**config.mk**
```make
export PLATFORM = sky130hd
export DESIGN_NAME = brownout_reset_mode_control
export DESIGN_NICKNAME = d
export VERILOG_FILES = /design/src/verilog/brownout_reset_mode_control.v
export VERILOG_INCLUDE_DIRS = /design/src /design/src/verilog
export SDC_FILE = /design/constraint.sdc
export NUM_CORES = 1
export LEC_CHECK = 0
export ABC_AREA = 1
export ABC_CLOCK_PERIOD_IN_PS = 1150
export BUFFER_PORTS_ARGS = -buffer_cell sky130_fd_sc_hd__buf_2
export CORE_MARGIN = 1
export CORE_UTILIZATION = 37
export CTS_BUF_LIST = sky130_fd_sc_hd__clkbuf_8
export DETAILED_ROUTE_END_ITERATION = 8
export GPL_ROUTABILITY_DRIVEN = 0
export PLACE_DENSITY = 0.88
export SKIP_CTS_REPAIR_TIMING = 1
export SYNTH_ARGS = -nofsm -noshare
export SYNTH_HDL_FRONTEND = slang
export SYNTH_SLANG_ARGS = --single-unit
```
**constraint.sdc**
```tcl
create_clock -name clk_sys -period 1.15 [get_ports clk_sys]
set_input_delay 0.1725 -clock clk_sys [delete_from_list [all_inputs] [get_ports clk_sys]]
set_output_delay 0.1725 -clock clk_sys [all_outputs]
set_load 0.1 [all_outputs]
```
**src/verilog/brownout_reset_defines.vh**
```
// constants for the brown-out reset mode control block
`ifndef BROWNOUT_RESET_DEFINES_VH
`define BROWNOUT_RESET_DEFINES_VH

// register byte offsets
`define BOR_CTRL_OFF 12'h000
`define BOR_STAT_OFF 12'h004

// brownout_control_reg fields
`define BOR_SOFT_EN_BIT 0
`define BOR_READY_BIT 31

// status register fields
`define BOR_STAT_READY_BIT 0
`define BOR_STAT_ACTIVE_BIT 1
`define BOR_STAT_RESET_BIT 2
`define BOR_STAT_HOLD_BIT 3
`define BOR_STAT_MODE_LSB 4

// reset values
`define BOR_SOFT_EN_RST 1'h0

// brownout_mode_field encodings
`define BOR_MODE_OFF 2'h0
`define BOR_MODE_SOFT 2'h1
`define BOR_MODE_NOSLEEP 2'h2
`define BOR_MODE_ON 2'h3

`endif

```
**src/verilog/brownout_reset_mode_control.v**
```verilog
// brown-out reset mode control with apb register access
//
// Operation
// - mode 11 keeps protection on, even asleep
// - modes 11/10 hold start-up until ready, above threshold
// - mode 11 adds no wake delay
// - mode 10 protects running, not in sleep
// - mode 10 delays wake until ready and above
// - mode 01 follows software enable bit
// - mode 01 skips wake delay only if disabled, soft reset
// - protection applies only once monitor is ready
// - readable ready status bit
// - mode 01 protection unaffected by sleep
// - mode 00 always off, enable bit ignored
`timescale 1ns/1ns
`include "brownout_reset_defines.vh"

module brownout_reset_mode_control
(
    // clock and reset
    input wire clk_sys,
    input wire rstn,
    // configuration
    input wire [1:0] brownoutModeField,
    // reset cause of current start-up (power-on or brown-out)
    input wire porBorStart,
    // sleep control from the core
    input wire sleepReq,
    input wire wakeReq,
    // analog monitor, asynchronous
    input wire monitorReady,
    input wire supplyAbove,
    // monitor control
    output reg monitorEnable,
    output reg brownoutReset,
    // core run control
    output reg startupHold,
    output reg inSleep,
    // apb slave
    input wire psel,
    input wire penable,
    input wire pwrite,
    input wire [11:0] paddr,
    input wire [31:0] pwdata,
    output wire pready,
    output reg [31:0] prdata,
    output wire pslverr
);

    // ************************************************
    // states
    // ************************************************
    localparam [3:0] ST_START = 4'h1;
    localparam [3:0] ST_RUN = 4'h2;
    localparam [3:0] ST_SLEEP = 4'h4;
    localparam [3:0] ST_WAKE = 4'h8;

    // ************************************************
    // synchronisers for analog inputs
    // ************************************************
    reg [1:0] readySync_reg;
    reg [1:0] aboveSync_reg;
    wire monReady;
    wire monAbove;

    always @(posedge clk_sys or negedge rstn)
    begin
        if (!rstn)
        begin
            readySync_reg <= 2'h0;
            aboveSync_reg <= 2'h0;
        end
        else
        begin
            readySync_reg <= {readySync_reg[0], monitorReady};
            aboveSync_reg <= {aboveSync_reg[0], supplyAbove};
        end
    end

    assign monReady = readySync_reg[1];
    assign monAbove = aboveSync_reg[1];

    // ************************************************
    // mode decode
    // ************************************************
    wire modeOn;
    wire modeNoSleep;
    wire modeSoft;

    // the field is a static strap; mode 00 is whatever matches none of these
    assign modeOn = (brownoutModeField == `BOR_MODE_ON);
    assign modeNoSleep = (brownoutModeField == `BOR_MODE_NOSLEEP);
    assign modeSoft = (brownoutModeField == `BOR_MODE_SOFT);

    // ************************************************
    // apb decode
    // ************************************************
    wire apbWrite;
    wire apbRead;
    wire ctrlSel;
    wire statSel;

    assign apbWrite = psel && penable && pwrite;
    assign apbRead = psel && !penable && !pwrite;
    assign ctrlSel = (paddr == `BOR_CTRL_OFF);
    assign statSel = (paddr == `BOR_STAT_OFF);
    // zero wait states; unmapped addresses read zero and do not error
    assign pready = 1'b1;
    assign pslverr = 1'b0;

    // ************************************************
    // software enable
    // ************************************************
    reg softEnable_reg;
    reg softEnable_next;

    // only bit 0 of the control word is writable; the ready bit is read only
    always @*
    begin
        softEnable_next = softEnable_reg;
        if (apbWrite && ctrlSel)
            softEnable_next = pwdata[`BOR_SOFT_EN_BIT];
    end

    always @(posedge clk_sys or negedge rstn)
    begin
        if (!rstn)
            softEnable_reg <= `BOR_SOFT_EN_RST;
        else
            softEnable_reg <= softEnable_next;
    end

    // ************************************************
    // start-up cause
    // ************************************************
    reg [3:0] state_reg;
    reg [3:0] state_next;
    reg softStart_reg;
    reg softStart_next;

    // latched while starting, so a later change of the cause input cannot
    // shorten a wake delay that belongs to the current start-up
    always @*
    begin
        softStart_next = softStart_reg;
        if (state_reg == ST_START)
            softStart_next = !porBorStart;
    end

    always @(posedge clk_sys or negedge rstn)
    begin
        if (!rstn)
            softStart_reg <= 1'b0;
        else
            softStart_reg <= softStart_next;
    end

    // ************************************************
    // protection enable
    // ************************************************
    reg protectOn;

    always @*
    begin
        if (modeOn)
            protectOn = 1'b1;
        else if (modeNoSleep)
            protectOn = (state_reg != ST_SLEEP);
        else if (modeSoft)
            protectOn = softEnable_reg;
        else
            protectOn = 1'b0;
    end

    // ************************************************
    // sequencer
    // ************************************************
    wire monitorOk;
    reg wakeDelayed;
    reg startGated;

    assign monitorOk = monReady && monAbove;

    // soft mode skips the wake check only when disabled after a soft start
    always @*
    begin
        if (modeOn)
            wakeDelayed = 1'b0;
        else if (modeNoSleep)
            wakeDelayed = 1'b1;
        else if (modeSoft)
            wakeDelayed = softEnable_reg || !softStart_reg;
        else
            wakeDelayed = 1'b0;
    end

    // soft mode gates start-up too while enabled, so a set bit always protects
    always @*
    begin
        if (modeOn)
            startGated = 1'b1;
        else if (modeNoSleep)
            startGated = 1'b1;
        else if (modeSoft)
            startGated = softEnable_reg;
        else
            startGated = 1'b0;
    end

    always @*
    begin
        state_next = state_reg;
        case (state_reg)
            ST_START:
            begin
                if (!startGated || monitorOk)
                    state_next = ST_RUN;
            end
            ST_RUN:
            begin
                if (sleepReq)
                    state_next = ST_SLEEP;
            end
            ST_SLEEP:
            begin
                if (wakeReq)
                    state_next = wakeDelayed ? ST_WAKE : ST_RUN;
            end
            ST_WAKE:
            begin
                if (monitorOk)
                    state_next = ST_RUN;
            end
            default:
            begin
                state_next = ST_START;
            end
        endcase
    end

    // a brown-out reset sends the sequence back to the start check
    always @(posedge clk_sys or negedge rstn)
    begin
        if (!rstn)
            state_reg <= ST_START;
        else if (brownoutReset)
            state_reg <= ST_START;
        else
            state_reg <= state_next;
    end

    // ************************************************
    // outputs
    // ************************************************
    wire protectLive;
    wire monitorEnable_next;
    wire brownoutReset_next;
    wire startupHold_next;
    wire inSleep_next;

    // a monitor that is not ready yet must not trip the reset
    assign protectLive = protectOn && monReady;

    // monitor powered when protecting or when a start or wake check needs it
    assign monitorEnable_next = protectOn || state_next == ST_WAKE || state_next == ST_START;
    assign brownoutReset_next = protectLive && !monAbove;
    assign startupHold_next = (state_next == ST_START) || (state_next == ST_WAKE);
    assign inSleep_next = (state_next == ST_SLEEP);

    // outputs are registered so the core and monitor never see decode glitches
    always @(posedge clk_sys or negedge rstn)
    begin
        if (!rstn)
            monitorEnable <= 1'b0;
        else
            monitorEnable <= monitorEnable_next;
    end

    always @(posedge clk_sys or negedge rstn)
    begin
        if (!rstn)
            brownoutReset <= 1'b0;
        else
            brownoutReset <= brownoutReset_next;
    end

    // the hold stays set through reset so the core cannot run ahead of the check
    always @(posedge clk_sys or negedge rstn)
    begin
        if (!rstn)
            startupHold <= 1'b1;
        else
            startupHold <= startupHold_next;
    end

    always @(posedge clk_sys or negedge rstn)
    begin
        if (!rstn)
            inSleep <= 1'b0;
        else
            inSleep <= inSleep_next;
    end

    // ************************************************
    // read data
    // ************************************************
    reg [31:0] readWord;

    // captured in the setup phase and held through the access phase
    always @*
    begin
        readWord = 32'h0;
        case (paddr)
            `BOR_CTRL_OFF:
            begin
                readWord[`BOR_SOFT_EN_BIT] = softEnable_reg;
                readWord[`BOR_READY_BIT] = monReady;
            end
            `BOR_STAT_OFF:
            begin
                readWord[`BOR_STAT_READY_BIT] = monReady;
                readWord[`BOR_STAT_ACTIVE_BIT] = protectLive;
                readWord[`BOR_STAT_RESET_BIT] = brownoutReset;
                readWord[`BOR_STAT_HOLD_BIT] = startupHold;
                readWord[`BOR_STAT_MODE_LSB + 1:`BOR_STAT_MODE_LSB] = brownoutModeField;
            end
            default:
                readWord = 32'h0;
        endcase
    end

    // the status select is kept for future read-side qualifiers
    always @(posedge clk_sys or negedge rstn)
    begin
        if (!rstn)
            prdata <= 32'h0;
        else if (apbRead && (ctrlSel || statSel))
            prdata <= readWord;
        else if (apbRead)
            prdata <= 32'h0;
    end

endmodule // brownout_reset_mode_control

```
==> impl_metrics.env, run 1 <==
export IMPL_ios=94
export IMPL_synth_area_per_cell_um2=7.721
export IMPL_wl_per_cell_um=10.49
export IMPL_drtPass1Iterations=4
export IMPL_outcome="finished, violations left"
export IMPL_peakVddDrop_uv=849.3
export IMPL_largest_reg_flops=7
export IMPL_die_width_um=59.42
export IMPL_fmax_mhz=797.8
export IMPL_row_count=20
export IMPL_worstPathArrival_ns=1.41
export IMPL_ant_nets=0
export IMPL_place_inst=239
export IMPL_slowest_delay_ns=0.58
export IMPL_htreeDepth=1
export IMPL_synthCells=158
export IMPL_netlist_area_um2=1220
export IMPL_finalSetupViolations=8
export IMPL_drc=0
export IMPL_synth_warnings=0
export IMPL_die_h_um=59.42
export IMPL_drv_slew=0
export IMPL_final_util_pct=54.84
export IMPL_start_util_pct=39.31
export IMPL_grt_overflow=0
export IMPL_maxCapViolCount=0
export IMPL_timing_hold_ws_ns=0.01119
export IMPL_clockBufferDepth=2
export IMPL_coreArea_um2=3103
export IMPL_clkLatencyLatePin_ns=0.26
export IMPL_critPathMaxFanout=3
export IMPL_period_minus_slack_ns=1.253
export IMPL_rsz0062_at_grt="yes"
export IMPL_ys_seq_area_share_pct=43.28
export IMPL_cts_buffers=3
export IMPL_antenna_found_initial=0
export IMPL_cp_required_ns=1.30
export IMPL_cp_end_kind="flop"
export IMPL_vias=1070
export IMPL_fin_cells=245
export IMPL_violations="setup timing"
export IMPL_cts_tree="built"
export IMPL_grt_usage_pct=16.20
export IMPL_grt_pass1_vias=1024
export IMPL_n_antenna_cell=0
export IMPL_cp_top_family="flip-flops"
export IMPL_p_per_area_nw_per_um2=1815
export IMPL_fin_crit_sh_pct=109.0
export IMPL_area_delta_synth_final_pct=39.49
export IMPL_totalPowerFinal_w=0.003088
export IMPL_min_path_type="in2reg"
export IMPL_port_buffers=35
export IMPL_drt_wl_total_mm=2.571
export IMPL_ys_types=18
export IMPL_vias_per_cell=4.367
export IMPL_dp_hpwl_mm=1.940
export IMPL_finalClockSkew_ns=0.001652
export IMPL_fillerInstances=289
export IMPL_cp_cell_sequence="inv_4 -> nor2_4 -> nand2_2 -> nand2_2 -> nor2_2 -> nor2_2 -> nand2_1"
export IMPL_final_nets=258
export IMPL_ctsRootBufferMaster="clkbuf_8"
export IMPL_grt_pass1_wl_mm=4.167
export IMPL_finalHoldViolations=0
export IMPL_slowest_stage="dfstp_2"
export IMPL_ys_seq_elements=21
export IMPL_first_iter_violations=16
export IMPL_path_buf_inv=1
export IMPL_static_leakage_power_nw=0.8636
export IMPL_cts_clk_slew_worst_paths_ns=0.07
export IMPL_cp_start_kind="flop"
export IMPL_criticalPathCategory="reg2reg"
export IMPL_fin_ws_ns=-0.1034
export IMPL_final_layout_size_suffix_gt1_share_pct=38.81
export IMPL_grt_max_degree=22
export IMPL_cts_sinks=21
export IMPL_die_area_um2=3531
-- stage by stage --
stage	setup TNS [ns]	setup WS, ns	cell area, um^2
2_1_floorplan	-0.01469	-0.01418	1325
3_3_place_gp	-0.1339	-0.06235	1548
3_5_place_dp	-0.3271	-0.09792	1548
4_1_cts	-0.5650	-0.1165	1594
5_1_grt	-1.110	-0.1859	1702
6_report	-0.4909	-0.1034	1702
-- worst paths after layout --
path	end	slack, ns	cells after the start	start
min in group asynchronous	state_reg[2]	0.39	2	rstn
setup reg to reg	monitorEnable	-0.10	7	state_reg[0]
setup / recovery	monitorEnable	-0.10	7	state_reg[0]
hold / removal	aboveSync_reg[0]	0.01	1	supplyAbove
max in group asynchronous	startupHold	0.41	2	rstn
hold reg to reg	aboveSync_reg[1]	0.35	0	aboveSync_reg[0]
-- cell usage in the layout (no fill, tap or decap), types with 6 or more instances in the layout --
master and count:
conb_1 27, buf_2 24, nand2_1 31, dfrtp_1 11, nand2_2 6, nor2_1 14
dfrtp_2 8, nand4_1 6, inv_1 20, buf_12 11
-- layer usage --
metal | up-vias | GRT usage (%) | share of wire, %
li1 | 516 | - | -
met1 | 504 | 16.46 | 36
met2 | 44 | 30.82 | 58
met3 | 6 | 5.240 | 5.3
met4 | 0 | 5.102 | 1.2
met5 | - | 0 | 0
-- cell usage after synthesis --
master	n	area share, %
inv_1	21	6.5
inv_2	1	0.31
dfrtp_1	19	39
nor3_4	1	1.3
o22ai_2	1	1.0
nand3_2	1	0.82
nor2_2	5	2.6
dfstp_2	2	4.3
conb_1	2	0.62
o21ai_0	2	0.82
nand3_1	7	2.9
nand2_2	1	0.51
a21oi_1	1	0.41
nand2_1	37	11
o21ai_1	5	2.1
nand4_1	6	3.1
nor2_1	19	5.8
buf_4	27	17
-- cells by family after synthesis --
logic type	Yosys count	share of synthesized area, %
compound gates	9	4.307
buf+inv	49	23.38
flops	21	43.28
other cells	2	0.6156
simple gates	77	28.41
-- where the power goes --
| part | switching (W) | total [W] | internal [W] |
|---|---|---|---|
| registers | 0.000135 | 0.00101 | 0.000875 |
| clock network | 0.000236 | 0.000478 | 0.000242 |
| logic | 0.00113 | 0.00160 | 0.000475 |
-- cell type report --
class                      instances  area (um^2)  share of cell area, %
clock buffer                       3        41.29                  2.426
timing repair buffer              41        397.9                  23.38
multi-input combinational        113        579.3                  34.04
tap                               44        55.05                  3.235
inverter                          22        85.08                  5.000
sequential                        21        538.0                  31.62
clock inverter                     1        5.005                 0.2941
-- worst reg2reg max path: cells and delay by family (launching register included) --
kind	cells	cell delay (ns)
AND/OR/NAND/NOR	6	0.52
buffers and inverters	1	0.06
flip-flops	1	0.58
No activity file was read; power rests on OpenSTA's default activity.
==> run 2: changes to the inputs <==
--- a/config.mk
+++ b/config.mk
@@ -6,11 +6,10 @@
 export SDC_FILE = /design/constraint.sdc
 export NUM_CORES = 1
 export LEC_CHECK = 0
-export ABC_AREA = 1
 export ABC_CLOCK_PERIOD_IN_PS = 1150
 export BUFFER_PORTS_ARGS = -buffer_cell sky130_fd_sc_hd__buf_2
 export CORE_MARGIN = 1
-export CORE_UTILIZATION = 37
+export CORE_UTILIZATION = 36
 export CTS_BUF_LIST = sky130_fd_sc_hd__clkbuf_8
 export DETAILED_ROUTE_END_ITERATION = 8
 export GPL_ROUTABILITY_DRIVEN = 0
==> run 2 against run 1 <==
  * The flow still finishes with violations (setup timing)
  * Sequential share of layout area increased by 0.79 points
  * Critical path depth decreased by 4
  * Design area decreased by 2.0%
  * Clock-buffer cell count unchanged
  * Total power decreased by 5.3%
  * Largest power group unchanged
==> impl_metrics.env, run 2 <==
export IMPL_final_nets=219
export IMPL_rsz0062_at_grt="yes"
export IMPL_wl_per_cell_um=12.63
export IMPL_min_from="supplyAbove"
export IMPL_yosysTopAreaCell="dfrtp_1"
export IMPL_ys_seq_elements=21
export IMPL_cts_buffers=3
export IMPL_yosys_cell_count_top_type="buf_4"
export IMPL_ant_nets=0
export IMPL_start_util_pct=38.29
export IMPL_vias_per_cell=4.592
export IMPL_row_count=20
export IMPL_slowest_delay_ns=0.50
export IMPL_netlist_area_um2=1179
export IMPL_worstPathArrival_ns=1.55
export IMPL_die_h_um=59.22
export IMPL_final_cell_mix="27 x conb_1, 24 x buf_2, 13 x buf_4"
export IMPL_die_width_um=59.22
export IMPL_fin_cells=206
export IMPL_cts_tree="built"
export IMPL_dp_hpwl_mm=1.965
export IMPL_port_buffers=35
export IMPL_fin_crit_sh_pct=121.3
export IMPL_maxCapViolCount=0
export IMPL_grt_overflow=0
export IMPL_grt_pass1_wl_mm=3.746
export IMPL_n_antenna_cell=0
export IMPL_synth_area_leaders="dfrtp_1 40%, buf_4 17%, dfstp_2 4.5%"
export IMPL_htreeDepth=1
export IMPL_finalHoldViolations=0
export IMPL_min_path_type="in2reg"
export IMPL_cp_start_kind="flop"
export IMPL_grt_pass1_vias=870
export IMPL_fin_ws_ns=-0.2444
export IMPL_drtPass1Iterations=4
export IMPL_ctsRootBufferMaster="clkbuf_8"
export IMPL_final_layout_size_suffix_gt1_share_pct=47.53
export IMPL_synth_ff_type="dfrtp_1"
export IMPL_slowest_stage="dfrtp_2"
export IMPL_finalClockSkew_ns=0.0003390
export IMPL_clockBufferDepth=2
export IMPL_startpoint="state_reg[3]"
export IMPL_peakVddDrop_uv=607.2
export IMPL_coreArea_um2=3078
export IMPL_pwr_share_comb_pct=49.6
export IMPL_grt_max_degree=22
export IMPL_layout_commonest_cell="conb_1"
export IMPL_timing_hold_ws_ns=0.02120
export IMPL_synthCells=112
export IMPL_drt_wl_total_mm=2.602
export IMPL_synth_edf_count=0
export IMPL_area_delta_synth_final_pct=41.51
export IMPL_sequentialPowerShare_pct=33.9
export IMPL_vias=946
export IMPL_cp_required_ns=1.30
export IMPL_cts_sinks=21
export IMPL_synth_top_cell_area_share_pct=40.34
export IMPL_ys_seq_area_share_pct=44.80
export IMPL_finalSetupViolations=10
export IMPL_outcome="finished, violations left"
export IMPL_fillerInstances=273
export IMPL_largest_reg_flops=7
export IMPL_cp_end_kind="flop"
export IMPL_internal_power_w=0.001610
export IMPL_fin_tns_setup_ns=-1.332
export IMPL_path_buf_inv=0
export IMPL_drc=0
export IMPL_die_area_um2=3507
export IMPL_netlist_top_cells_count="27 x buf_4, 19 x dfrtp_1, 7 x o21ai_0"
export IMPL_reg2reg_from="state_reg[3]"
export IMPL_period_minus_slack_ns=1.394
export IMPL_static_leakage_power_nw=0.8032
export IMPL_criticalPathCategory="reg2reg"
export IMPL_cp_top_family="flip-flops"
export IMPL_synth_area_per_cell_um2=10.52
export IMPL_first_iter_violations=33
export IMPL_antenna_found_initial=0
export IMPL_clkLatencyLatePin_ns=0.26
export IMPL_violations="setup timing"
export IMPL_p_clk_share_pct=16.5
export IMPL_drv_slew=0
export IMPL_p_per_area_nw_per_um2=1752
export IMPL_place_inst=198
export IMPL_cts_clk_slew_worst_paths_ns=0.07
export IMPL_ios=94
export IMPL_ys_types=35
export IMPL_swShare_pct=44.92
export IMPL_fmax_mhz=717.2
export IMPL_synthArstFlopShare_pct=100.0
export IMPL_synth_warnings=0
export IMPL_critPathMaxFanout=8
export IMPL_power_switching_w=0.001313
export IMPL_grt_usage_pct=14.89
export IMPL_cp_cell_sequence="nor4b_4 -> a21oi_1 -> a32o_1"
## run 2: changes by cell type in the layout (fill, tap and decap cells not counted), sizes merged, moves of 2 or more
| cell | previous run | this run |
|---|---|---|
| nand4 | 6 | 1 |
| a22o | 0 | 4 |
| a21oi | 1 | 3 |
| nor2 | 24 | 4 |
| nand2 | 38 | 5 |
| nor4b | 0 | 2 |
| nand3 | 8 | 1 |
| nor4 | 0 | 4 |
| nand2b | 0 | 4 |
| nor3 | 1 | 3 |
| a31oi | 0 | 4 |
| buf | 39 | 50 |
| inv | 22 | 4 |
## run 2: cells by family (layout without fill, tap and decap cells)
logic type	after synthesis	count (layout)	synth area share [%]
buffers and inverters	34	59	20.28
AOI/OAI and AO/OA	21	21	11.57
xor gates and xnor gates	1	1	0.7432
and+or+nand+nor	31	31	20.17
muxes	2	2	1.805
other	2	27	0.6372
DFF	21	21	44.80
## run 2: power by group through the flow
stage	Sequential [W]	Combinational [W]	Clock, W
3_3_place_gp	0.00100	0.00128	0
3_5_place_dp	0.00101	0.00130	0
6_report	0.000991	0.00145	0.000481
4_1_cts	0.000997	0.00131	0.000485
2_1_floorplan	0.00121	0.000791	0
5_1_grt	0.00100	0.00152	0.000520
## run 2: worst paths after layout
path	endpoint	slack, ns	depth (start not counted)
worst max-delay path	prdata[1]	-0.24	3
worst min-delay path	aboveSync_reg[0]	0.02	1
worst max register to register	prdata[1]	-0.24	3
worst min register to register	readySync_reg[1]	0.36	0
max in group asynchronous	state_reg[0]	0.43	2
min in group asynchronous	monitorEnable	0.39	2
## run 2: final cells by class
class	instances	area, um^2	area share (%)
Clock buffer	3	41.29	2.476
Clock inverter	1	5.005	0.3001
Inverter	4	15.01	0.9002
Multi-Input combinational cell	82	540.5	32.41
Sequential cell	21	540.5	32.41
Tap cell	44	55.05	3.301
Timing Repair Buffer	51	470.5	28.21
## run 2: routing by layer
layer  global-route usage (%)  part of all wire (%)  vias to the layer above
met5                        0                     0                        -
met4                    11.22                   2.3                        0
met3                    4.148                   4.2                        6
met2                    26.16                    54                       39
met1                    14.78                    39                      468
li1                         -                     -                      433
## run 2: metrics by stage
| step | cell area, um^2 | utilization [%] | power [W] | worst slack, ns |
|---|---|---|---|---|
| floorplan | 1316 | - | 0.002001 | -0.1058 |
| global placement | 1565 | 50.85 | 0.002278 | -0.1746 |
| detailed placement | 1565 | 50.85 | 0.002316 | -0.2461 |
| CTS | 1612 | 52.36 | 0.002788 | -0.2401 |
| global route | 1668 | 54.19 | 0.003041 | -0.2971 |
| finish | 1668 | 54.19 | 0.002923 | -0.2444 |
==> run 3: changes to the inputs <==
--- a/config.mk
+++ b/config.mk
@@ -8,6 +8,8 @@
 export LEC_CHECK = 0
 export ABC_CLOCK_PERIOD_IN_PS = 1150
 export BUFFER_PORTS_ARGS = -buffer_cell sky130_fd_sc_hd__buf_2
+export CAP_MARGIN = 10
+export CORE_ASPECT_RATIO = 0.7
 export CORE_MARGIN = 1
 export CORE_UTILIZATION = 36
 export CTS_BUF_LIST = sky130_fd_sc_hd__clkbuf_8
==> run 3 against run 2 <==
  * Clock power fell by 5.6%
  * The run still ends with setup timing left
  * Sequential power rose by 0.5%
  * Critical path type unchanged
  * Highest routed layer unchanged
  * Cell count fell by 3.4%
  * Combinational power barely moved
  * Core utilization rose by 2.8 points
  * Clock skew rose by 0.0021 ns
  * First-iteration DRC count rose by 15%
  * Design area rose by 0.60%
  * Largest power group unchanged
  * Clock-buffer cell count did not move
  * Critical endpoint unchanged
  * Critical path depth rose by 1
  * Wire length fell by 2.6%
==> impl_metrics.env, run 3 (same netlist as run 2, synthesis figures left out) <==
export IMPL_outcome="finished, violations left"
export IMPL_violations="setup timing"
export IMPL_cts_sinks=21
export IMPL_grt_usage_pct=14.20
export IMPL_final_util_pct=57.02
export IMPL_static_leakage_power_nw=0.8107
export IMPL_ctsRootBufferMaster="clkbuf_8"
export IMPL_final_layout_size_suffix_gt1_share_pct=49.08
export IMPL_grt_max_degree=22
export IMPL_cp_required_ns=1.30
export IMPL_peakVddDrop_uv=833.9
export IMPL_port_buffers=35
export IMPL_cts_clk_slew_worst_paths_ns=0.07
export IMPL_maxCapViolCount=0
export IMPL_wl_per_cell_um=12.74
export IMPL_row_count=16
export IMPL_period_minus_slack_ns=1.326
export IMPL_min_path_type="in2reg"
export IMPL_vias=927
export IMPL_p_per_area_nw_per_um2=1720
export IMPL_die_width_um=70.39
export IMPL_area_delta_synth_final_pct=42.36
export IMPL_grt_overflow=0
export IMPL_htreeDepth=1
export IMPL_final_nets=220
export IMPL_cts_tree="built"
export IMPL_critPathMaxFanout=7
export IMPL_drc=0
export IMPL_fin_crit_sh_pct=115.3
export IMPL_finalHoldViolations=0
export IMPL_fmax_mhz=754.1
export IMPL_first_iter_violations=38
export IMPL_cp_start_kind="flop"
export IMPL_coreArea_um2=2943
export IMPL_final_cell_mix="27 x conb_1, 24 x buf_2, 16 x buf_4"
export IMPL_finalSetupViolations=11
export IMPL_fin_ws_ns=-0.1762
export IMPL_cts_buffers=3
export IMPL_place_ws_ns=-0.2459
export IMPL_start_util_pct=40.05
export IMPL_ios=94
export IMPL_vias_per_cell=4.658
export IMPL_drt_wl_total_mm=2.535
export IMPL_clockBufferDepth=2
export IMPL_die_area_um2=3510
export IMPL_layout_commonest_cell="conb_1"
export IMPL_dp_hpwl_mm=1.915
export IMPL_cp_end_kind="flop"
export IMPL_timing_hold_ws_ns=0.01836
export IMPL_grt_pass1_wl_mm=3.836
export IMPL_largest_reg_flops=7
export IMPL_die_h_um=49.87
export IMPL_ant_nets=0
export IMPL_drv_slew=0
export IMPL_worstPathArrival_ns=1.47
export IMPL_n_antenna_cell=0
export IMPL_criticalPathCategory="reg2reg"
export IMPL_rsz0062_at_grt="yes"
export IMPL_clkLatencyLatePin_ns=0.25
export IMPL_antenna_found_initial=0
export IMPL_drtPass1Iterations=4
export IMPL_finalClockSkew_ns=0.002429
export IMPL_totalPowerFinal_w=0.002886
export IMPL_grt_pass1_vias=886
-- run 3: path summary, 6_finish.rpt --
path / start / to / slack [ns] / cells after the start
max reg2reg: state_reg[1] / prdata[1] / -0.18 / 4
min: supplyAbove / aboveSync_reg[0] / 0.02 / 1
max in group asynchronous: rstn / state_reg[0] / 0.41 / 2
min in group asynchronous: rstn / prdata[1] / 0.39 / 2
min reg2reg: readySync_reg[0] / readySync_reg[1] / 0.35 / 0
max: state_reg[1] / prdata[1] / -0.18 / 4
-- run 3: power breakdown --
group          internal (W)  switching, W  total [W]
clock network      0.000237      0.000217   0.000454
registers          0.000867      0.000129   0.000996
logic              0.000488      0.000948    0.00144
total               0.00159       0.00129    0.00289
-- run 3: layout make-up --
class                           instances  area (um^2)
Clock buffer                            3        41.29
Multi-Input combinational cell         82        563.0
Fill cell                             242         1265
Sequential cell                        21        539.3
Timing Repair Buffer                   52        470.5
Inverter                                4        15.01
Tap cell                               36        45.04
Clock inverter                          1        3.754
-- run 3: stage by stage --
stage,area (um^2),TNS [ns],cells
finish,1678,-0.8937,199
global route,1678,-1.485,199
CTS,1608,-1.616,195
detailed placement,1563,-1.976,191
global placement,1563,-1.484,191
floorplan,1316,-0.4631,137
-- run 3: worst max-delay path, cell delays in order, from the launching register on --
cell and delay, ns:
dfrtp_2 0.48, nor4b_4 0.26, buf_4 0.18, a21oi_2 0.07, a32o_1 0.23
-- run 3: metal layers --
layer  global-route usage [%]  wire, um  up-vias
li1                         -         -      441
met1                    17.38      1050      451
met2                    23.33      1309       31
met3                    5.726       158        4
met4                    3.667        16        0
met5                        0         0        -
